<file path="config.mk">
export PLATFORM = sky130hd
export DESIGN_NAME = dtc_dio
export DESIGN_NICKNAME = d
export VERILOG_FILES = /design/src/hw/dtc_pkg.sv /design/src/hw/dtc_sync_edge.sv /design/src/hw/dtc_dio.sv
export SDC_FILE = /design/constraint.sdc
export NUM_CORES = 1
export LEC_CHECK = 0
export BUFFER_PORTS_ARGS = -buffer_cell sky130_fd_sc_hd__clkbuf_2
export CORE_ASPECT_RATIO = 0.6
export CORE_UTILIZATION = 40
export DETAILED_ROUTE_END_ITERATION = 10
export GPL_ROUTABILITY_DRIVEN = 0
export MAX_ROUTING_LAYER = met4
export PLACE_DENSITY_LB_ADDON = 0.2
export SYNTH_ARGS = -nofsm -noshare
export SYNTH_HDL_FRONTEND = slang
export SYNTH_HIERARCHICAL = 1
export SYNTH_SLANG_ARGS = --single-unit
</file>
<file path="constraint.sdc">
create_clock -name clock_i -period 2 [get_ports clock_i]
set_input_delay 0.5 -clock clock_i [delete_from_list [all_inputs] [get_ports clock_i]]
set_output_delay 0.5 -clock clock_i [all_outputs]
set_load 0.005 [all_outputs]
</file>
<file path="src/hw/dtc_pkg.sv">
// Constants, register map and carrier types for the digital I/O and trigger counter block
package dtc_pkg;
   localparam int WIDE_W = 8;
   localparam int NARROW_W = 4;
   localparam int LINES = WIDE_W + NARROW_W;
   localparam int ADDR_W = 8;
   localparam int DATA_W = 32;
   localparam int CNT_W = 32;

   localparam logic [ADDR_W-1:0] OFS_DIR = 8'h00;
   localparam logic [ADDR_W-1:0] OFS_OUT = 8'h04;
   localparam logic [ADDR_W-1:0] OFS_DRIVE = 8'h08;
   localparam logic [ADDR_W-1:0] OFS_IN = 8'h0C;
   localparam logic [ADDR_W-1:0] OFS_FUNC = 8'h10;
   localparam logic [ADDR_W-1:0] OFS_COUNT = 8'h14;
   localparam logic [ADDR_W-1:0] OFS_STATUS = 8'h18;

   // Function register bit positions
   localparam int FB_MODE = 0;
   localparam int FB_FALL = 1;
   localparam int FB_ARM = 2;
   localparam int FB_FIRED = 3;
   // Status register bit positions
   localparam int SB_SUSPEND = 0;
   localparam int SB_AUX = 1;

   localparam logic [LINES-1:0] LINES_RST = 12'h000;
   localparam logic [CNT_W-1:0] CNT_RST = 32'h0000_0000;
   localparam logic [CNT_W-1:0] CNT_ONE = 32'h0000_0001;
   localparam logic [DATA_W-1:0] DATA_ZERO = 32'h0000_0000;

   typedef enum logic [0:0] {
      FN_TRIGGER = 1'b0,
      FN_COUNTER = 1'b1
   } dtc_func_e;

   typedef struct packed {
      logic armed;
      logic fired;
      logic fall_edge;
      dtc_func_e mode;
   } dtc_func_s;

   localparam dtc_func_s FUNC_RST = '{armed: 1'b0, fired: 1'b0, fall_edge: 1'b0,
                                      mode: FN_TRIGGER};
endpackage

</file>
<file path="src/hw/dtc_sync_edge.sv">
// Two-flop synchroniser with a registered edge detector behind it
`timescale 1ns/1ps
`default_nettype none
module dtc_sync_edge #(
   parameter int WIDTH = 1
) (
   input wire logic clock_i,
   input wire logic reset_i,
   input wire logic [WIDTH-1:0] async_i,
   output logic [WIDTH-1:0] level_o,
   output logic [WIDTH-1:0] rise_o,
   output logic [WIDTH-1:0] fall_o
);
   logic [WIDTH-1:0] meta_q;
   logic [WIDTH-1:0] sync_q;
   logic [WIDTH-1:0] last_q;
   // Edges stay masked until last_q holds a real sample, so a pin idling high
   // never shows a false rising edge after reset; an edge in that gap is lost
   logic [2:0] warm_q;

   // Only sync_q reads meta_q; edges are taken after the second flop
   always_ff @(posedge clock_i) begin
      if (reset_i) begin
         meta_q <= '0;
         sync_q <= '0;
         last_q <= '0;
         warm_q <= '0;
      end else begin
         meta_q <= async_i;
         sync_q <= meta_q;
         last_q <= sync_q;
         warm_q <= {warm_q[1:0], 1'b1};
      end
   end

   assign level_o = sync_q;
   assign rise_o = warm_q[2] ? (sync_q & ~last_q) : '0;
   assign fall_o = warm_q[2] ? (~sync_q & last_q) : '0;
endmodule
`default_nettype wire

</file>
<file path="src/hw/dtc_dio.sv">
// Digital I/O ports, function input trigger/counter and auxiliary supply gate
//
// Our own choices: the plain strobed port and the placing of the registers.
`timescale 1ns/1ps
`default_nettype none
module dtc_dio (
   input wire logic clock_i,
   input wire logic reset_i,
   input wire logic [dtc_pkg::ADDR_W-1:0] addr_i,
   input wire logic [dtc_pkg::DATA_W-1:0] wr_data_i,
   input wire logic wr_i,
   input wire logic rd_i,
   output logic [dtc_pkg::DATA_W-1:0] rd_data_o,
   input wire logic [dtc_pkg::WIDE_W-1:0] wide_port_lines_i,
   output logic [dtc_pkg::WIDE_W-1:0] wide_port_lines_o,
   output logic [dtc_pkg::WIDE_W-1:0] wide_port_lines_oe_o,
   input wire logic [dtc_pkg::NARROW_W-1:0] narrow_port_lines_i,
   output logic [dtc_pkg::NARROW_W-1:0] narrow_port_lines_o,
   output logic [dtc_pkg::NARROW_W-1:0] narrow_port_lines_oe_o,
   input wire logic function_input_i,
   output logic acquisition_start_trigger_o,
   input wire logic bus_suspend_i,
   output logic aux_supply_en_o
);
   localparam int L = dtc_pkg::LINES;
   localparam int W = dtc_pkg::WIDE_W;

   // Software-visible state
   logic [L-1:0] dir_q, dir_d;
   logic [L-1:0] out_q, out_d;
   logic [L-1:0] drv_q, drv_d;
   dtc_pkg::dtc_func_s func_q, func_d;
   logic [dtc_pkg::CNT_W-1:0] cnt_q, cnt_d;
   logic [dtc_pkg::DATA_W-1:0] rd_data_q, rd_data_d;
   // Pin-facing state
   logic [L-1:0] pin_o_q, pin_o_d;
   logic [L-1:0] pin_oe_q, pin_oe_d;
   logic trig_q, trig_d;
   logic aux_q, aux_d;

   logic [L-1:0] pins_sync;
   logic fn_level, fn_rise, fn_fall, sel_edge;
   logic wr_dir, wr_out, wr_drv, wr_func, wr_cnt;

   function automatic logic hit(input logic [dtc_pkg::ADDR_W-1:0] a,
                                input logic [dtc_pkg::ADDR_W-1:0] ofs);
      hit = (a == ofs);
   endfunction

   // Line fields sit in the low bits of a data word, wide port first
   function automatic logic [dtc_pkg::LINES-1:0] line_field(
         input logic [dtc_pkg::DATA_W-1:0] d);
      line_field = d[dtc_pkg::LINES-1:0];
   endfunction

   dtc_sync_edge #(.WIDTH(L)) u_pin_sync (
      .clock_i(clock_i),
      .reset_i(reset_i),
      .async_i({narrow_port_lines_i, wide_port_lines_i}),
      .level_o(pins_sync),
      .rise_o(),
      .fall_o()
   );

   // Function input edges are masked while the synchroniser fills after reset,
   // so an input idling high cannot fire an armed trigger by itself
   dtc_sync_edge #(.WIDTH(1)) u_fn_sync (
      .clock_i(clock_i),
      .reset_i(reset_i),
      .async_i(function_input_i),
      .level_o(fn_level),
      .rise_o(fn_rise),
      .fall_o(fn_fall)
   );

   assign wr_dir = wr_i && hit(addr_i, dtc_pkg::OFS_DIR);
   assign wr_out = wr_i && hit(addr_i, dtc_pkg::OFS_OUT);
   assign wr_drv = wr_i && hit(addr_i, dtc_pkg::OFS_DRIVE);
   assign wr_func = wr_i && hit(addr_i, dtc_pkg::OFS_FUNC);
   assign wr_cnt = wr_i && hit(addr_i, dtc_pkg::OFS_COUNT);
   assign sel_edge = func_q.fall_edge ? fn_fall : fn_rise;

   // Register writes; lines only change when software writes
   always_comb begin
      dir_d = wr_dir ? line_field(wr_data_i) : dir_q;
      out_d = wr_out ? line_field(wr_data_i) : out_q;
      drv_d = wr_drv ? line_field(wr_data_i) : drv_q;
   end

   // Pin drive: open-drain unless push-pull chosen for the line
   always_comb begin
      for (int i = 0; i < L; i++) begin
         pin_o_d[i] = drv_q[i] ? out_q[i] : 1'b0;
         pin_oe_d[i] = dir_q[i] && (drv_q[i] || !out_q[i]);
      end
   end

   // Function input: trigger arming and event counter
   always_comb begin
      func_d = func_q;
      trig_d = 1'b0;
      cnt_d = cnt_q;
      if (func_q.mode == dtc_pkg::FN_TRIGGER && func_q.armed && sel_edge) begin
         trig_d = 1'b1;
         func_d.armed = 1'b0;
         func_d.fired = 1'b1;
      end
      if (wr_func) begin
         func_d.mode = dtc_pkg::dtc_func_e'(wr_data_i[dtc_pkg::FB_MODE]);
         func_d.fall_edge = wr_data_i[dtc_pkg::FB_FALL];
         // An edge that fires in this same cycle keeps its fired flag
         if (wr_data_i[dtc_pkg::FB_ARM] && !trig_d) begin
            func_d.armed = (wr_data_i[dtc_pkg::FB_MODE] == 1'b0);
            func_d.fired = 1'b0;
         end
         if (wr_data_i[dtc_pkg::FB_MODE]) begin
            func_d.armed = 1'b0;
         end
      end
      if (func_q.mode == dtc_pkg::FN_COUNTER && fn_fall) begin
         cnt_d = cnt_q + dtc_pkg::CNT_ONE;
      end
      if (wr_cnt) begin
         // A loaded value still sees an edge of the same cycle
         cnt_d = wr_data_i + ((func_q.mode == dtc_pkg::FN_COUNTER && fn_fall)
                              ? dtc_pkg::CNT_ONE : dtc_pkg::CNT_RST);
      end
   end

   // Auxiliary supply is enabled while not in suspend, with one flop of delay
   always_comb begin
      aux_d = !bus_suspend_i;
   end

   // Read data: the input port is sampled only when software reads it
   always_comb begin
      rd_data_d = dtc_pkg::DATA_ZERO;
      if (rd_i) begin
         case (addr_i)
            dtc_pkg::OFS_DIR: rd_data_d[L-1:0] = dir_q;
            dtc_pkg::OFS_OUT: rd_data_d[L-1:0] = out_q;
            dtc_pkg::OFS_DRIVE: rd_data_d[L-1:0] = drv_q;
            dtc_pkg::OFS_IN: rd_data_d[L-1:0] = pins_sync;
            dtc_pkg::OFS_FUNC: begin
               rd_data_d[dtc_pkg::FB_MODE] = func_q.mode;
               rd_data_d[dtc_pkg::FB_FALL] = func_q.fall_edge;
               rd_data_d[dtc_pkg::FB_ARM] = func_q.armed;
               rd_data_d[dtc_pkg::FB_FIRED] = func_q.fired;
            end
            dtc_pkg::OFS_COUNT: rd_data_d = cnt_q;
            dtc_pkg::OFS_STATUS: begin
               rd_data_d[dtc_pkg::SB_SUSPEND] = bus_suspend_i;
               rd_data_d[dtc_pkg::SB_AUX] = aux_q;
            end
            default: rd_data_d = dtc_pkg::DATA_ZERO;
         endcase
      end
   end

   always_ff @(posedge clock_i) begin
      if (reset_i) begin
         dir_q <= dtc_pkg::LINES_RST;
         out_q <= dtc_pkg::LINES_RST;
         drv_q <= dtc_pkg::LINES_RST;
         pin_o_q <= dtc_pkg::LINES_RST;
         pin_oe_q <= dtc_pkg::LINES_RST;
         func_q <= dtc_pkg::FUNC_RST;
         cnt_q <= dtc_pkg::CNT_RST;
         trig_q <= 1'b0;
         aux_q <= 1'b0;
         rd_data_q <= dtc_pkg::DATA_ZERO;
      end else begin
         dir_q <= dir_d;
         out_q <= out_d;
         drv_q <= drv_d;
         pin_o_q <= pin_o_d;
         pin_oe_q <= pin_oe_d;
         func_q <= func_d;
         cnt_q <= cnt_d;
         trig_q <= trig_d;
         aux_q <= aux_d;
         rd_data_q <= rd_data_d;
      end
   end

   assign wide_port_lines_o = pin_o_q[W-1:0];
   assign wide_port_lines_oe_o = pin_oe_q[W-1:0];
   assign narrow_port_lines_o = pin_o_q[L-1:W];
   assign narrow_port_lines_oe_o = pin_oe_q[L-1:W];
   assign acquisition_start_trigger_o = trig_q;
   assign aux_supply_en_o = aux_q;
   assign rd_data_o = rd_data_q;
endmodule
`default_nettype wire

</file>
### After elaboration in Yosys (flattened, before gate mapping)

Index checks and enable logic that the tools add are counted.

| word-level totals | value |
|---|---|
| bits in registers | 160 |
| output and inout bits | 58 |

| operators by class | value |
|---|---|
| reductions and logical operators | 63 |
| add/subtract/negate cells | 2 |
| equality and inequality tests | 6 |
| mux-type cells | 15 |
| bitwise gates (word level) | 20 |

Operators by type and width:

| cell | count |
|---|---|
| two-way mux 32 bit | 2 |
| one-hot mux 8 bit (5 select lines) | 1 |
| adder 32 x 1 -> 32 bit | 1 |
| adder 32 x 1 -> 32 bit (second input constant) | 1 |
| OR reduction 2 bit | 13 |
| == test 8 x 5 -> 1 bit (second input constant) | 3 |
| logical AND 1 bit | 21 |
| NOT 1 bit | 18 |
| == test 8 x 4 -> 1 bit (second input constant) | 2 |
| zero test 1 bit | 14 |
| one-hot mux 2 bit (7 select lines) | 1 |
| logical OR 1 bit | 12 |
| one-hot mux 2 bit (6 select lines) | 1 |
| == test 8 x 3 -> 1 bit (second input constant) | 1 |
| zero test 8 bit | 1 |
| two-way mux 1 bit | 7 |
| two-way mux 2 bit | 2 |
| two-way mux 4 bit | 1 |
| OR reduction 3 bit | 1 |
| AND 1 bit | 2 |
| nonzero test 2 bit | 1 |

### Depth between registers and ports, before layout

Gate-level depths: netlist of run 1.

| depth | value |
|---|---|
| depth after elaboration | 11 |
| depth in mapped cells | 11 |

### Modules after synthesis

The synthesis of run 1 kept the hierarchy.

Modules (own cells, without submodules):

| module | cells each | seq. area each (µm²) | area an instance (µm²) | times used |
|---|---|---|---|---|
| dtc_dio | 618 | 2602.5 | 5915.7 | 1 |
| dtc_sync_edge at u_pin_sync | 108 | 780.7 | 1305.0 | 1 |
| dtc_sync_edge at u_fn_sync | 14 | 120.1 | 172.7 | 1 |

### Least setup slack after synthesis of run 1

No wires, ideal clock.

| timing path | value |
|---|---|
| path kind | input-to-reg |
| start | in addr_i[0] (netlist name) |
| end | reg cnt_q[7] (netlist name) |
| arrival time | 1.957 ns |
| data required time | 1.919 ns |
| stages on the path | 6 |
| setup slack | -0.038 ns |
| path through | or4_4 > nor4_4 > and2_1 > buf_6 > nor2_1 > a211oi_2 |

| between the ends | value |
|---|---|
| word-level cells in the longest chain between the ends | 3 |
| elaborated cells on any way between the ends | 4 |
| those cells by class | eq/ne: 1; mux: 1; reduce/logical: 2 |

RTL lines:

| element | line | source |
|---|---|---|
| from (decl) | dtc_dio.sv:9 | `input wire logic [dtc_pkg::ADDR_W-1:0] addr_i,` |
| == test 8 x 5 -> 1 bit * | dtc_dio.sv:47 | `hit = (a == ofs);` |
| logical AND 1 bit * | dtc_dio.sv:80 | `assign wr_cnt = wr_i && hit(addr_i, dtc_pkg::OFS_COUNT);` |
| two-way mux 32 bit or nonzero test 2 bit (tied branches) | - |  |
| to (signal assigned) | dtc_dio.sv:168 | `cnt_q <= dtc_pkg::CNT_RST;` |
| to (signal assigned) | dtc_dio.sv:179 | `cnt_q <= cnt_d;` |
| to (decl) | dtc_dio.sv:33 | `logic [dtc_pkg::CNT_W-1:0] cnt_q, cnt_d;` |

Mark *: on every way between the ends. The rest lies on a longest branch, timed or not.
A chain may end at the register's enable or synchronous reset.

### Worst setup path in the final report of run 1

| timing path | value |
|---|---|
| start | reg u_fn_sync.sync_q, in the netlist u_fn_sync/level_o |
| end | reg cnt_q[12] (netlist name) |

| between the ends | value |
|---|---|
| word-level cells in the longest chain between the ends | 7 |
| elaborated cells on any way between the ends | 8 |
| those cells by class | add/sub: 1; mux: 3; bitwise: 2; reduce/logical: 2 |

RTL lines:

| element | line | source |
|---|---|---|
| from (decl) | dtc_sync_edge.sv:15 | `logic [WIDTH-1:0] sync_q;` |
| from (signal assigned) | dtc_sync_edge.sv:30 | `sync_q <= meta_q;` |
| NOT 1 bit * | dtc_sync_edge.sv:38 | `assign fall_o = warm_q[2] ? (~sync_q & last_q) : '0;` |
| AND 1 bit * | dtc_sync_edge.sv:38 |  |
| two-way mux 1 bit * | dtc_sync_edge.sv:38 |  |
| net fn_fall | dtc_dio.sv:42 | `logic fn_level, fn_rise, fn_fall, sel_edge;` |
| logical AND 1 bit * | dtc_dio.sv:120, dtc_dio.sv:125 |  |
| two-way mux 1 bit | dtc_dio.sv:126 | `? dtc_pkg::CNT_ONE : dtc_pkg::CNT_RST);` |
| adder 32 x 1 -> 32 bit | dtc_dio.sv:125 | `cnt_d = wr_data_i + ((func_q.mode == dtc_pkg::FN_COUNTER && fn_fall)` |
| two-way mux 32 bit | dtc_dio.sv:123 | `if (wr_cnt) begin` |

Mark *: on every way through the listed nets, which the timed path passes. The rest lies on a longest branch.

==> results of run 1 <==
==> report_power, final <==
part / switching, µW / total (µW) / internal, µW
logic: 205 / 351 / 147
clock network: 1430 / 3350 / 1920
registers: 13.2 / 3230 / 3220
total: 1650 / 6930 / 5280
==> through the flow <==
stage / area, µm² / total power [µW] / setup TNS (ns) / cells
2_1_floorplan: 6790 / 3460 / -0.251 / 684
6_report: 8800 / 6930 / 0 / 1092
3_3_place_gp: 7990 / 3630 / -7.31 / 1053
4_1_cts: 8710 / 6970 / -0.0494 / 1089
5_1_grt: 8800 / 7150 / -0.639 / 1092
3_5_place_dp: 7990 / 3640 / -11.17 / 1053
==> state kept, by name (all words and copies together) (netlist names), 3 cells and up <==
register            count
dir_q                  12
func_q                  4
pin_o_q                12
drv_q                  12
u_fn_sync/warm_q        3
pin_oe_q               12
u_pin_sync/meta_q      12
out_q                  12
u_pin_sync/level_o     12
cnt_q                  32
rd_data_o              32
==> worst max-delay path, stage by stage (launching register included) <==
cell and delay [ns]:
dfxtp_2 0.32, and3b_2 0.25, buf_4 0.12, buf_4 0.10, and3_1 0.23, nand3_2 0.11
buf_4 0.17, or3_1 0.32, xor2_1 0.15, o22ai_1 0.09
==> timing repair <==
item	in CTS	in global routing
setup buffers	3	3
gates cloned	1	0
pin swaps	9	7
gates resized for setup	21	12
setup endpoints to repair	16	21
==> layout make-up <==
| class | instances | area, µm² | area share |
|---|---|---|---|
| Clock buffer | 18 | 439 | 0.0499 |
| Clock inverter | 14 | 166 | 0.0189 |
| Inverter | 12 | 45.0 | 0.00512 |
| Multi-Input combinational cell | 468 | 3450 | 0.392 |
| Sequential cell | 160 | 3200 | 0.364 |
| Tap cell | 228 | 285 | 0.0324 |
| Timing Repair Buffer | 192 | 1210 | 0.138 |
==> layer usage <==
layer	part of all wire	vias to the layer above	routed length [µm]	GRT usage
li1	-	2751	-	-
met1	0.49	2805	9570	0.335
met2	0.43	213	8230	0.338
met3	0.068	24	1310	0.0449
met4	0.013	0	259	0.0748
met5	0	-	0	-
==> worst min-delay path by stage <==
| stage | to | depth (start not counted) | start | slack [ns] |
|---|---|---|---|---|
| 3_5_place_dp | u_pin_sync/level_o[1] | 1 | u_pin_sync/meta_q[1] | 0.43 |
| 5_1_grt | u_pin_sync/meta_q[1] | 2 | wide_port_lines_i[1] | 0.28 |
| 4_1_cts | u_pin_sync/meta_q[1] | 2 | wide_port_lines_i[1] | 0.27 |
| 2_1_floorplan | u_fn_sync/level_o | 1 | u_fn_sync/meta_q | 0.41 |
| 3_3_place_gp | u_fn_sync/warm_q[1] | 1 | u_fn_sync/warm_q[0] | 0.42 |
| 6_report | u_pin_sync/meta_q[1] | 2 | wide_port_lines_i[1] | 0.28 |
==> results_dict.tcl, run 1 <==
set metrics [dict create \
    layout.filler_cells 1493 \
    cts_max_level 4 \
    detailroute.via_count 5793 \
    endpoint_kind "flop" \
    worst_setup_path_start_kind "flop" \
    result_of_the_run "finished clean" \
    route.detailed.drc 0 \
    final.min_clock_period_ns 1.99 \
    least_margin_pin_slew_ns 0.512 \
    clkSlewWorstSetupHoldPaths_ns 0.07 \
    p_per_area_nw_per_um2 788 \
    die_w_um 170 \
    synth_cells 684 \
    final.setup.worst_slack_ns 0.00808 \
    grt_start_max_net_pins 68 \
    gr-usage-all-layers 0.237 \
    setup_viol 0 \
    setup.worst_path.end "cnt_q[12]" \
    r2r.worst_path.cells 9 \
    worstPathRequired_ns 2.29 \
    cts-buffers-inserted 17 \
    most-common-layout-cells "dfxtp_1 (159), clkbuf_2 (115), buf_4 (69)" \
    grt_pass1_vias 5526 \
    die_h_um 103 \
    start_util 0.413 \
    final.hold.worst_slack_ns 0.278 \
    cts_buffer_depth 2 \
    min_path_type "input port to flop" \
    antenna_violating_nets_post_route 0 \
    number_of_detailed_route_iterations_in_the_first_pass 5 \
    syn_avg_cell_area_um2 9.87 \
    syn-cell-area_um2 6750 \
    slew-limit-headroom 0.656 \
    placeableCoreArea_um2 16400 \
    insertedDiodeCount 0 \
    rr_endpoint "cnt_q[12]" \
    clock_skew_ns 0.0102 \
    vdd.ir_drop.worst_uv 602 \
    max_freq_mhz 502 \
    hold_buffers 0 \
    routed_wl_mm 19.4 \
    hpwlAfterDp_mm 14.3 \
    finish.net_count 912 \
    clock_latency_ns 0.42 \
    grt_setup_unrepaired "yes" \
    antenna_violations_before_repair 1 \
    leakagePower_uw 0.00385 \
    mostFrequentLayoutCell "dfxtp_1" \
    dpl_worst_slack_ns -0.215 \
    average_wire_per_cell_in_the_routed_design_um 17.7 \
    grt_remaining_overflow 0 \
    drt-vias-per-instance 5.30 \
    maxSlewViolCount 0 \
    worst-endpoint-arrival_ns 2.28 \
    die_area_um2 17400 \
    final_core_util 0.538 \
    tritoncts "yes" \
    yosys_warnings 6 \
    drive_gt1_frac 0.322 \
    cts.sinks 160 \
    final.period_utilization 0.996 \
    wire_length_of_the_first_global_routing_pass_mm 30.0 \
    r2r-start "u_fn_sync/level_o" \
    initialDrtViolationCount 381 \
    std_cell_rows 36 \
    top_level_ports 116 \
    ctsRootBufferMaster "clkbuf_16" \
    cp_max_fo 5 \
    reg2reg_setup_slack_ns 0.008 \
    hold_violations 0 \
    maxCapViolCount 0 \
    io_buffers 115 \
    crit_start "u_fn_sync/level_o" \
    critical_path_class "flop to flop" \
    syn_to_final_growth_pct 30.2 \
    synth_fp_nets 745 \
]
Note: power is estimated with default switching activity, not from simulation.
==> run 2, diff against run 1 <==
==> constraint.sdc (replaced) <==
create_clock -name clock_i -period 2.45 [get_ports clock_i]
set_input_delay 0.6125 -clock clock_i [delete_from_list [all_inputs] [get_ports clock_i]]
set_output_delay 0.6125 -clock clock_i [all_outputs]
set_load 0.005 [all_outputs]
==> results_dict.tcl, run 2 (same netlist as run 1, synthesis figures left out) <==
set metrics [dict create \
    detailroute.via_count 5511 \
    syn_to_final_growth_pct 21.9 \
    r2r.worst_path.cells 11 \
    routed_wl_mm 18.5 \
    seqPwrFrac 0.467 \
    dpl_worst_slack_ns 0.114 \
    io_buffers 115 \
    maxCapViolCount 0 \
    setup.worst_path.end "cnt_q[26]" \
    crit_start "u_fn_sync/level_o" \
    placeableCoreArea_um2 16400 \
    timing.critical_path.slowest_cell_delay_ns 0.32 \
    insertedDiodeCount 0 \
    endpoint_kind "flop" \
    critPathBufInv 2 \
    most-common-layout-cells "dfxtp_1 (160), clkbuf_2 (115), nor2_1 (64)" \
    slew-limit-headroom 0.538 \
    least_margin_pin_slew_ns 0.686 \
    cts_buffer_depth 2 \
    start_util 0.413 \
    hold_violations 0 \
    maxSlewViolCount 0 \
    post_cts_buffers 0 \
    netSwitchingFraction 0.231 \
    max_freq_mhz 450 \
    clkSlewWorstSetupHoldPaths_ns 0.07 \
    cts_max_level 4 \
    antenna_violating_nets_post_route 0 \
    hold_path_startpoint "narrow_port_lines_i[2]" \
    wire_length_of_the_first_global_routing_pass_mm 28.5 \
    setup_tns_ns 0 \
    timing.critical_path.slowest_stage_cell "dfxtp_1" \
    p_per_area_nw_per_um2 686 \
    cts-resized-gates 0 \
    reg2reg_setup_slack_ns 0.23 \
    power.internal_uw 4340 \
    pwr-share-comb 0.044 \
    route.detailed.drc 0 \
    cp_max_fo 11 \
    critical_path_class "flop to flop" \
    ctsRootBufferMaster "clkbuf_16" \
    initialDrtViolationCount 579 \
    setup_viol 0 \
    clock_skew_ns 0.00690 \
    top_level_ports 116 \
    number_of_detailed_route_iterations_in_the_first_pass 5 \
    cts-buffers-inserted 17 \
    gr-usage-all-layers 0.229 \
    drt-vias-per-instance 5.29 \
    worstPathRequired_ns 2.76 \
    final.setup.worst_slack_ns 0.228 \
    grt_remaining_overflow 0 \
    leakagePower_uw 0.00354 \
    hold_buffers 0 \
    antenna_violations_before_repair 1 \
    final.min_clock_period_ns 2.22 \
    worstPathCellList "and3b_1 -> nand2_1 -> inv_1 -> ha_1 -> ha_1 -> nand2_1 -> nor3_1 -> buf_4 -> nand4_1 -> xor2_1 -> o22ai_1" \
    mostFrequentLayoutCell "dfxtp_1" \
    average_wire_per_cell_in_the_routed_design_um 17.7 \
    timing.critical_path.depth 11 \
    grt_setup_unrepaired "no" \
    grt_pass1_vias 5057 \
    path_delay_family "simple AND/OR/NAND/NOR gates" \
    drive_gt1_frac 0.248 \
    final.hold.worst_slack_ns 0.384 \
    die_h_um 103 \
    grt_start_max_net_pins 64 \
    die_w_um 170 \
    final.period_utilization 0.907 \
    hpwlAfterDp_mm 13.6 \
    result_of_the_run "finished clean" \
    die_area_um2 17400 \
    r2r-start "u_fn_sync/level_o" \
    finish.net_count 862 \
    rr_endpoint "cnt_q[26]" \
    cts.sinks 160 \
    switchingPower_uw 1310 \
    worst-endpoint-arrival_ns 2.54 \
    std_cell_rows 36 \
    vdd.ir_drop.worst_uv 344 \
    tritoncts "yes" \
    worst_setup_path_start_kind "flop" \
    clock_latency_ns 0.43 \
    min_path_type "input port to flop" \
    clock_power_share 0.489 \
]
==> run 2: power by group through the flow <==
stage	Combinational (µW)	Sequential, µW	Clock [µW]
2_1_floorplan	131	2690	0
3_3_place_gp	240	2700	0
3_5_place_dp	244	2700	0
4_1_cts	245	2640	2810
5_1_grt	266	2640	2940
6_report	246	2640	2760
==> run 2: per-layer routing <==
metal	global-route usage	routed length (µm)	up-vias
met5	-	0	-
met4	0.0748	240	0
met3	0.0633	1390	21
met2	0.311	7550	210
met1	0.323	9280	2635
li1	-	-	2645
==> run 2: per-stage QoR <==
stage	total power, µW	utilization	std cells	area, µm²
CTS	5690	0.503	1042	8230
floorplan	2820	-	684	6750
finish	5650	0.503	1042	8230
global placement	2940	0.466	1010	7620
global route	5850	0.503	1042	8230
detailed placement	2940	0.466	1010	7620
==> run 2: layout make-up <==
class / instances / area (µm²)
Fill cell: 1498 / 8120
Multi-Input combinational cell: 468 / 3300
Sequential cell: 160 / 3200
Timing Repair Buffer: 142 / 791
Clock buffer: 18 / 429
Tap cell: 228 / 285
Clock inverter: 14 / 180
Inverter: 12 / 45.0
==> run 2: worst register-to-register path, cell delays in order (launching register included) <==
cell and delay, ns:
dfxtp_1 0.32, and3b_1 0.23, nand2_1 0.12, inv_1 0.09, ha_1 0.21, ha_1 0.27, nand2_1 0.08, nor3_1 0.15
buf_4 0.23, nand4_1 0.14, xor2_1 0.17, o22ai_1 0.10
==> run 2: how the worst min path moves through the flow <==
stage	slack, ns	cells past startpoint	end
2_1_floorplan	0.41	1	u_fn_sync/level_o
3_3_place_gp	0.42	1	u_fn_sync/warm_q[1]
3_5_place_dp	0.42	1	u_pin_sync/level_o[10]
4_1_cts	0.37	2	u_pin_sync/meta_q[4]
5_1_grt	0.37	2	u_pin_sync/meta_q[10]
6_report	0.38	2	u_pin_sync/meta_q[10]
